## src/rerl_defines.vh

```
// constants for the recoverable error report logger
// assumes inclusion by bare name from the logger design files
`ifndef RERL_DEFINES_VH
`define RERL_DEFINES_VH

// ----------------------------------------------------------------
// register offsets (byte addresses)
// ----------------------------------------------------------------
`define RERL_OFF_CTRL      8'h00
`define RERL_OFF_BANK_SEL  8'h04
`define RERL_OFF_LP_SEL    8'h08
`define RERL_OFF_STAT_LO   8'h0C
`define RERL_OFF_STAT_HI   8'h10
`define RERL_OFF_ADDR_LO   8'h14
`define RERL_OFF_ADDR_HI   8'h18
`define RERL_OFF_EXTRA     8'h1C
`define RERL_OFF_GLOBAL    8'h20

// ----------------------------------------------------------------
// control register fields
// ----------------------------------------------------------------
`define RERL_CTRL_LOCAL_EN  0
`define RERL_CTRL_AO_INTR   1
`define RERL_CTRL_EN_INTR   2
`define RERL_CTRL_RESET     3'h0

// ----------------------------------------------------------------
// bank_error_status upper word flag positions (bits 63..55)
// ----------------------------------------------------------------
`define RERL_ST_VAL   31
`define RERL_ST_OVER  30
`define RERL_ST_UNCORR  29
`define RERL_ST_EN      28
`define RERL_ST_EXTRA_V 27
`define RERL_ST_LOC_V   26
`define RERL_ST_CTX_BAD 25
`define RERL_ST_S       24
`define RERL_ST_ACT_REQ 23

// ----------------------------------------------------------------
// global_check_status fields
// ----------------------------------------------------------------
`define RERL_GS_RESTART_V 0
`define RERL_GS_ERRPTR_V  1
`define RERL_GS_MCIP  2
`define RERL_GS_LOCAL 3

// ----------------------------------------------------------------
// error kinds and error code subfields
// ----------------------------------------------------------------
`define RERL_KIND_SCRUB 2'h0
`define RERL_KIND_WB    2'h1
`define RERL_KIND_LOAD  2'h2
`define RERL_KIND_FETCH 2'h3
`define RERL_MEM_PREFIX   9'h001
`define RERL_CACHE_PREFIX 8'h01
`define RERL_MEMOP_SCRUB  3'h4
`define RERL_CHAN_GENERIC 4'hF
`define RERL_REQ_EVICT    4'h7
`define RERL_REQ_DATA_RD  4'h3
`define RERL_REQ_INSTR_RD 4'h5
`define RERL_XACT_INSTR   2'h0
`define RERL_XACT_DATA    2'h1
`define RERL_XACT_GENERIC 2'h2
`define RERL_LEVEL_0      2'h0
`define RERL_LEVEL_2      2'h2

// ----------------------------------------------------------------
// bank_extra_info fields
// ----------------------------------------------------------------
`define RERL_MISC_MODE_PHYS 3'h2
`define RERL_MISC_LSB_W     6

`endif

```

## src/rerl_addr_mem.v

```verilog
// per-bank store of fault location and lowest valid address bit
// assumes one clock; read data registered every cycle
`default_nettype none

module rerl_addr_mem #(
  parameter WIDTH  = 58,
  parameter DEPTH  = 4,
  parameter IDX_W  = 2
) (
  // clock
  input  wire             core_clk,
  // write port
  input  wire             wr_en,
  input  wire [IDX_W-1:0] wr_idx,
  input  wire [WIDTH-1:0] wr_data,
  // read port
  input  wire [IDX_W-1:0] rd_idx,
  output reg  [WIDTH-1:0] rd_data
);

  reg [WIDTH-1:0] store [0:DEPTH-1];

  always @(posedge core_clk) begin
    if (wr_en) begin
      store[wr_idx] <= wr_data;
    end
    rd_data <= store[rd_idx];
  end

endmodule
`default_nettype wire

```

## src/rerl_logger.v

```verilog
// recoverable uncorrected error logger: error codes, bank status, globals
// assumes error events synchronous to core_clk, one at a time under ready
`default_nettype none
`include "rerl_defines.vh"

module rerl_logger #(
  parameter NUM_LP          = 4,
  parameter LP_W            = 2,
  parameter NUM_BANKS       = 4,
  parameter BANK_W          = 2,
  parameter ADDR_W          = 52,
  parameter LOCAL_SUPPORTED = 1
) (
  // clock and reset
  input  wire                 core_clk,
  input  wire                 reset,
  // register port
  input  wire [7:0]           reg_addr,
  input  wire [31:0]          reg_wdata,
  input  wire                 reg_wr,
  input  wire                 reg_rd,
  output reg  [31:0]          reg_rdata,
  // error event
  input  wire                 err_valid,
  output wire                 err_ready,
  input  wire [1:0]           err_kind,
  input  wire [3:0]           err_channel,
  input  wire                 err_channel_known,
  input  wire [ADDR_W-1:0]    err_addr,
  input  wire [5:0]           err_addr_lsb,
  input  wire [BANK_W-1:0]    err_bank,
  input  wire [LP_W-1:0]      err_lp,
  input  wire                 err_continuable,
  input  wire                 err_pointer_hint,
  input  wire                 err_local_req,
  // signalling
  output reg  [NUM_LP-1:0]    machine_check_exception,
  output reg                  corrected_error_interrupt
);

  // ----------------------------------------------------------------
  // state
  // ----------------------------------------------------------------
  localparam [2:0] ST_IDLE   = 3'b001;
  localparam [2:0] ST_LOG    = 3'b010;
  localparam [2:0] ST_SIGNAL = 3'b100;
  localparam MEM_W = ADDR_W + `RERL_MISC_LSB_W;

  reg [2:0]          state;
  reg [2:0]          next_state;
  reg [2:0]          ctrl;
  reg [BANK_W-1:0]   bank_sel;
  reg [LP_W-1:0]     lp_sel;
  reg [1:0]          hold_kind;
  reg [3:0]          hold_channel;
  reg [ADDR_W-1:0]   hold_addr;
  reg [5:0]          hold_lsb;
  reg [BANK_W-1:0]   hold_bank;
  reg [LP_W-1:0]     hold_lp;
  reg                hold_cont;
  reg                hold_hint;
  reg                hold_local;
  reg                hold_intr;
  reg                hold_en_intr;
  reg [8:0]          bank_flags [0:NUM_BANKS-1];
  reg [15:0]         bank_code  [0:NUM_BANKS-1];
  reg [3:0]          gstat      [0:NUM_LP-1];
  reg [1:0]          rd_src;
  reg [31:0]         rd_q;
  wire [MEM_W-1:0]   mem_q;
  wire [63:0]        addr_ext;
  integer            i;
  integer            j;

  // ----------------------------------------------------------------
  // error code and status forming
  // ----------------------------------------------------------------
  function [15:0] err_code;
    input [1:0] kind;
    input [3:0] chan;
    begin
      case (kind)
        `RERL_KIND_SCRUB: err_code = {`RERL_MEM_PREFIX, `RERL_MEMOP_SCRUB, chan};
        `RERL_KIND_WB:    err_code = {`RERL_CACHE_PREFIX, `RERL_REQ_EVICT,
                                      `RERL_XACT_GENERIC, `RERL_LEVEL_2};
        `RERL_KIND_LOAD:  err_code = {`RERL_CACHE_PREFIX, `RERL_REQ_DATA_RD,
                                      `RERL_XACT_DATA, `RERL_LEVEL_0};
        default:          err_code = {`RERL_CACHE_PREFIX, `RERL_REQ_INSTR_RD,
                                      `RERL_XACT_INSTR, `RERL_LEVEL_0};
      endcase
    end
  endfunction

  // flags: valid, overflow, uncorrected, enable, info, location, corrupt, signalled, action
  function [8:0] err_flags;
    input       required;
    input       via_intr;
    input       en_intr;
    reg         en;
    reg         sig;
    begin
      en  = required | ~via_intr | en_intr;
      sig = required | ~via_intr;
      err_flags = {1'b1, 1'b0, 1'b1, en, 1'b1, 1'b1, 1'b0, sig, required};
    end
  endfunction

  assign err_ready = (state == ST_IDLE);

  // ----------------------------------------------------------------
  // sequencing
  // ----------------------------------------------------------------
  always @* begin
    case (state)
      ST_IDLE:   next_state = err_valid ? ST_LOG : ST_IDLE;
      ST_LOG:    next_state = ST_SIGNAL;
      ST_SIGNAL: next_state = ST_IDLE;
      default:   next_state = ST_IDLE;
    endcase
  end

  always @(posedge core_clk) begin
    if (reset) begin
      state        <= ST_IDLE;
      hold_kind    <= 2'h0;
      hold_channel <= 4'h0;
      hold_addr    <= {ADDR_W{1'b0}};
      hold_lsb     <= 6'h00;
      hold_bank    <= {BANK_W{1'b0}};
      hold_lp      <= {LP_W{1'b0}};
      hold_cont    <= 1'b0;
      hold_hint    <= 1'b0;
      hold_local   <= 1'b0;
      hold_intr    <= 1'b0;
      hold_en_intr <= 1'b0;
      machine_check_exception   <= {NUM_LP{1'b0}};
      corrected_error_interrupt <= 1'b0;
    end else begin
      state <= next_state;
      machine_check_exception   <= {NUM_LP{1'b0}};
      corrected_error_interrupt <= 1'b0;
      if (state == ST_IDLE && err_valid) begin
        hold_kind    <= err_kind;
        hold_channel <= err_channel_known ? err_channel : `RERL_CHAN_GENERIC;
        hold_addr    <= err_addr;
        hold_lsb     <= err_addr_lsb;
        hold_bank    <= err_bank;
        hold_lp      <= err_lp;
        hold_cont    <= err_continuable;
        hold_hint    <= err_pointer_hint;
        hold_local   <= (LOCAL_SUPPORTED != 0) & ctrl[`RERL_CTRL_LOCAL_EN] & err_local_req;
        hold_intr    <= ~err_kind[1] & ctrl[`RERL_CTRL_AO_INTR];
        hold_en_intr <= ctrl[`RERL_CTRL_EN_INTR];
      end
      if (state == ST_SIGNAL) begin
        if (hold_intr) begin
          corrected_error_interrupt <= 1'b1;
        end else if (hold_local) begin
          for (j = 0; j < NUM_LP; j = j + 1) begin
            machine_check_exception[j] <= (j == hold_lp);
          end
        end else begin
          machine_check_exception <= {NUM_LP{1'b1}};
        end
      end
    end
  end

  // ----------------------------------------------------------------
  // bank records and global status
  // ----------------------------------------------------------------
  always @(posedge core_clk) begin
    if (reset) begin
      for (i = 0; i < NUM_BANKS; i = i + 1) begin
        bank_flags[i] <= 9'h000;
        bank_code[i]  <= 16'h0000;
      end
      for (i = 0; i < NUM_LP; i = i + 1) begin
        gstat[i] <= 4'h0;
      end
    end else begin
      if (reg_wr && reg_addr == `RERL_OFF_STAT_HI) begin
        bank_flags[bank_sel] <= 9'h000;
      end
      if (reg_wr && reg_addr == `RERL_OFF_GLOBAL) begin
        gstat[lp_sel] <= gstat[lp_sel] & reg_wdata[3:0];
      end
      // logging comes last so that a new record wins over a clear
      if (state == ST_LOG) begin
        bank_code[hold_bank]  <= err_code(hold_kind, hold_channel);
        bank_flags[hold_bank] <= err_flags(hold_kind[1], hold_intr, hold_en_intr);
        if (!hold_intr) begin
          for (i = 0; i < NUM_LP; i = i + 1) begin
            if (!hold_local || i == hold_lp) begin
              if (hold_kind[1] && i == hold_lp) begin
                gstat[i][`RERL_GS_RESTART_V] <= hold_cont;
                gstat[i][`RERL_GS_ERRPTR_V]  <= hold_cont | hold_hint;
              end else begin
                gstat[i][`RERL_GS_RESTART_V] <= 1'b1;
                gstat[i][`RERL_GS_ERRPTR_V]  <= 1'b0;
              end
              gstat[i][`RERL_GS_MCIP]  <= 1'b1;
              gstat[i][`RERL_GS_LOCAL] <= hold_local;
            end
          end
        end
      end
    end
  end

  rerl_addr_mem #(
    .WIDTH (MEM_W),
    .DEPTH (NUM_BANKS),
    .IDX_W (BANK_W)
  ) u_addr_mem (
    .core_clk (core_clk),
    .wr_en    (state == ST_LOG),
    .wr_idx   (hold_bank),
    .wr_data  ({hold_addr, hold_lsb}),
    .rd_idx   (bank_sel),
    .rd_data  (mem_q)
  );

  // ----------------------------------------------------------------
  // register port
  // ----------------------------------------------------------------
  always @(posedge core_clk) begin
    if (reset) begin
      ctrl     <= `RERL_CTRL_RESET;
      bank_sel <= {BANK_W{1'b0}};
      lp_sel   <= {LP_W{1'b0}};
    end else if (reg_wr) begin
      case (reg_addr)
        `RERL_OFF_CTRL:     ctrl     <= reg_wdata[2:0];
        `RERL_OFF_BANK_SEL: bank_sel <= reg_wdata[BANK_W-1:0];
        `RERL_OFF_LP_SEL:   lp_sel   <= reg_wdata[LP_W-1:0];
        default:            ctrl     <= ctrl;
      endcase
    end
  end

  always @(posedge core_clk) begin
    if (reset) begin
      rd_src <= 2'h0;
      rd_q   <= 32'h00000000;
    end else begin
      rd_src <= 2'h0;
      rd_q   <= 32'h00000000;
      if (reg_rd) begin
        case (reg_addr)
          `RERL_OFF_CTRL:     rd_q <= {29'h0, ctrl};
          `RERL_OFF_BANK_SEL: rd_q <= {{(32-BANK_W){1'b0}}, bank_sel};
          `RERL_OFF_LP_SEL:   rd_q <= {{(32-LP_W){1'b0}}, lp_sel};
          `RERL_OFF_STAT_LO:  rd_q <= {16'h0000, bank_code[bank_sel]};
          `RERL_OFF_STAT_HI:  rd_q <= {bank_flags[bank_sel], 23'h0};
          `RERL_OFF_GLOBAL:   rd_q <= {28'h0000000, gstat[lp_sel]};
          `RERL_OFF_ADDR_LO:  rd_src <= 2'h1;
          `RERL_OFF_ADDR_HI:  rd_src <= 2'h2;
          `RERL_OFF_EXTRA:    rd_src <= 2'h3;
          default:            rd_q <= 32'h00000000;
        endcase
      end
    end
  end

  assign addr_ext = {{(64-ADDR_W){1'b0}}, mem_q[MEM_W-1:`RERL_MISC_LSB_W]};

  always @* begin
    case (rd_src)
      2'h1:    reg_rdata = addr_ext[31:0];
      2'h2:    reg_rdata = addr_ext[63:32];
      2'h3:    reg_rdata = {23'h0, `RERL_MISC_MODE_PHYS, mem_q[5:0]};
      default: reg_rdata = rd_q;
    endcase
  end

endmodule
`default_nettype wire

```

## config.mk

```make
export PLATFORM = sky130hd
export DESIGN_NAME = rerl_logger
export DESIGN_NICKNAME = d
export VERILOG_FILES = /design/src/rerl_addr_mem.v /design/src/rerl_logger.v
export VERILOG_INCLUDE_DIRS = /design/src
export SDC_FILE = /design/constraint.sdc
export NUM_CORES = 1
export LEC_CHECK = 0
export ABC_AREA = 1
export ABC_CLOCK_PERIOD_IN_PS = 7500
export BUFFER_PORTS_ARGS = -buffer_cell sky130_fd_sc_hd__buf_2
export CAP_MARGIN = 20
export CORE_ASPECT_RATIO = 1.4
export CORE_MARGIN = 3
export CORE_UTILIZATION = 55
export CTS_CLUSTER_SIZE = 40
export DETAILED_ROUTE_END_ITERATION = 10
export PLACE_DENSITY = 0.81
export SYNTH_ARGS = -nofsm -noshare
export SYNTH_HDL_FRONTEND = slang
export SYNTH_HIERARCHICAL = 1
export SYNTH_SLANG_ARGS = --single-unit
```

## constraint.sdc

```tcl
create_clock -name core_clk -period 7.5 [get_ports core_clk]
set_input_delay 0.75 -clock core_clk [delete_from_list [all_inputs] [get_ports core_clk]]
set_output_delay 0.75 -clock core_clk [all_outputs]
set_load 0.02 [all_outputs]
```

==> flow_summary.toml <==
[final_layout]
multi_input_area_mm2 = 0.00478
drive_gt1_frac = 0.126
layout_commonest_cell = "nand2_1"
area.growth.synth_to_final_pct = 12.1
num_antenna_cells = 0
n_fill_cell = 2540
final_net_count = 2121
final_cell_mix = "417 x nand2_1, 292 x edfxtp_1, 285 x inv_1"
ff_latch_area_mm2 = 0.0121

[route]
wl_per_cell_um = 16.8
drt_first_iter_violations = 1121
dr.pass1.iters = 6
via_per_inst = 5.33
antenna_left = 0
routed_wl_um = 41700
drc = 0
num_vias = 13200

[yosys]
synth_top_cell_area_share = 0.474
yosys-top-cells-area = "edfxtp_1 47%, dfxtp_1 18%, nand2_1 8.5%"
synth.distinct_cells = 44
synth_ff_type = "edfxtp_1"
ys_ff_latch = 460
synth-edff-count = 292
synth_top_cell_by_area = "edfxtp_1"
yosysSeqAreaShare = 0.656
avgSynthCellArea_um2 = 9.73
syn_inst = 1900
netlist_area_mm2 = 0.0185
ys_warn_count = 6
syn_nets = 2020
async_flop_share = 0

[worst_setup_path]
path_cells = "inv_1 -> nor2_2 -> buf_4 -> inv_1 -> nor2_1 -> buf_2"
slowest_delay_ns = 0.62
crit_arrival_ns = 2.46
crit_fanout = 18
path_common_cell = "inv_1"
start_kind = "register"
cpMaxStageDelayCell = "nor2_2"
required_ns = 6.75
cp.buffers_inverters = 4
worst_setup_path_end_kind = "output pin"
worst_path_dominant_cell_family = "buffers and inverters"
path_class = "reg -> out"
r2r-start = "state[0]"
cp-startpoint = "rd_src[0]"

[floorplanning]
num_rows = 78
dieArea_mm2 = 0.0359
core_mm2 = 0.0328
die_h_um = 223
initial_core_util = 0.564
die_w_um = 161
ios = 155

[placement]
placement.io_buffers = 126
place_congestion = 0.883
hpwl_um = 25200
dp_slack_ns = 4.70

[global_routing]
overflow = 0
grt_pass1_vias = 13200
grt_pass1_wl_um = 65400
grt_max_degree = 96
antenna_found_initial = 0
grt_usage = 0.229

[worst_hold_path]
hp-class = "in -> reg"
min_from = "err_channel[3]"

[power]
irDropWorstVdd_mv = 0.164
p_leak_nw = 9.16
powerDensity_mw_per_mm2 = 248
p_total_w = 0.00513

[run_status]
status = "completed"

[sta]
setup_viol = 0
post-route-period-util = 0.428
skew_ns = 0.0190
layout_min_cycle_time_ns = 3.21
rsz0062_at_grt = "no"
hold_ws_ns = 0.450
report.final.slew_viol_count = 0
tightestPinTransition_ns = 1.09
finalWorstSetupSlack_ns = 4.29
max-slew-margin-rel = 0.269
finalSetupTns_ns = 0
finalHoldViolations = 0
fmax_mhz = 312

[clock_tree]
holdBufCountCts = 0
clk_latency_ns = 0.54
cts_resized = 0
postCtsSetupBuffers = 0
cts_root_buffer = "clkbuf_16"
path_clk_slew_ns = 0.06
max-clock-path-buffers = 3
cts_made_buffers = 41
htree_levels = 2
cts.sinks = 460
cts_tree = "done"

[flow_run]
maxCapViolations = 0
final cells by class:
cell class                 instances  share of cell area
tap                              440              0.0266
clock inverter                    16             0.00900
inverter                         302              0.0551
sequential                       460               0.586
multi-input combinational       1058               0.231
timing repair buffer             138              0.0354
clock buffer                      60              0.0574
path summary, 6_finish.rpt:
check / to / slack [ns] / cells past startpoint
max: reg_rdata[30] / 4.29 / 6
min: hold_channel[3] / 0.45 / 3
max reg2reg: hold_channel[1] / 5.17 / 9
min reg2reg: bank_flags[1][5] / 0.46 / 2
cells by family after synthesis:
| kind of cell | count (synthesis) | synth area share |
|---|---|---|
| compound gates | 158 | 0.0483 |
| buf+inv | 382 | 0.0862 |
| flops | 460 | 0.656 |
| fa+ha+maj | 3 | 0.00203 |
| simple gates | 897 | 0.207 |
report_power, final:
part           leakage [nW]  switching (W)  internal (W)
sequential             4.09      0.0000511       0.00277
clock                 0.672       0.000876       0.00124
combinational          4.40       0.000132     0.0000603
total                  9.16        0.00106       0.00407
layer usage:
| metal | up-vias | global-route usage | wire, um |
|---|---|---|---|
| met5 | - | 0 | 0 |
| met1 | 6197 | 0.258 | 15200 |
| met2 | 541 | 0.413 | 21500 |
| li1 | 6304 | - | - |
| met4 | 0 | 0.122 | 2090 |
| met3 | 139 | 0.0392 | 2910 |
worst min-delay path, cell delays in order:
cell and delay [ns]:
buf_2 0.08, nor3_1 0.04, nor2_1 0.08
cells in the mapped netlist, drive strengths merged, types with 2 or more instances:
master  count
o21ai     107
a21boi      2
nor2      261
o22ai       5
inv       301
a21oi      22
edfxtp    292
clkbuf     27
nand3     166
or2         3
nand4      27
buf        53
ha          3
nand2     420
nor3       18
a22o       16
dfxtp     168
registers in the layout (all words and copies together) (netlist names), 2 cells and up, named ones only:
register and count:
lp_sel 2, bank_code 32, ctrl 3, bank_sel 2, gstat 16, bank_flags 16, u_addr_mem/store 232, hold_lp 2
hold_kind 2, hold_channel 4, rd_src 2, machine_check_exception 4, state 3, hold_addr 52, hold_bank 2, u_addr_mem/rd_data 58
rd_q 12, hold_lsb 6
metrics by stage:
| step | utilization | std cells | area [um^2] |
|---|---|---|---|
| 2_1_floorplan | - | 1900 | 18500 |
| 3_3_place_gp | 0.589 | 2397 | 19300 |
| 3_5_place_dp | 0.590 | 2398 | 19300 |
| 4_1_cts | 0.632 | 2474 | 20700 |
| 5_1_grt | 0.632 | 2474 | 20700 |
| 6_report | 0.632 | 2474 | 20700 |
(Power assumes the default switching activity.)
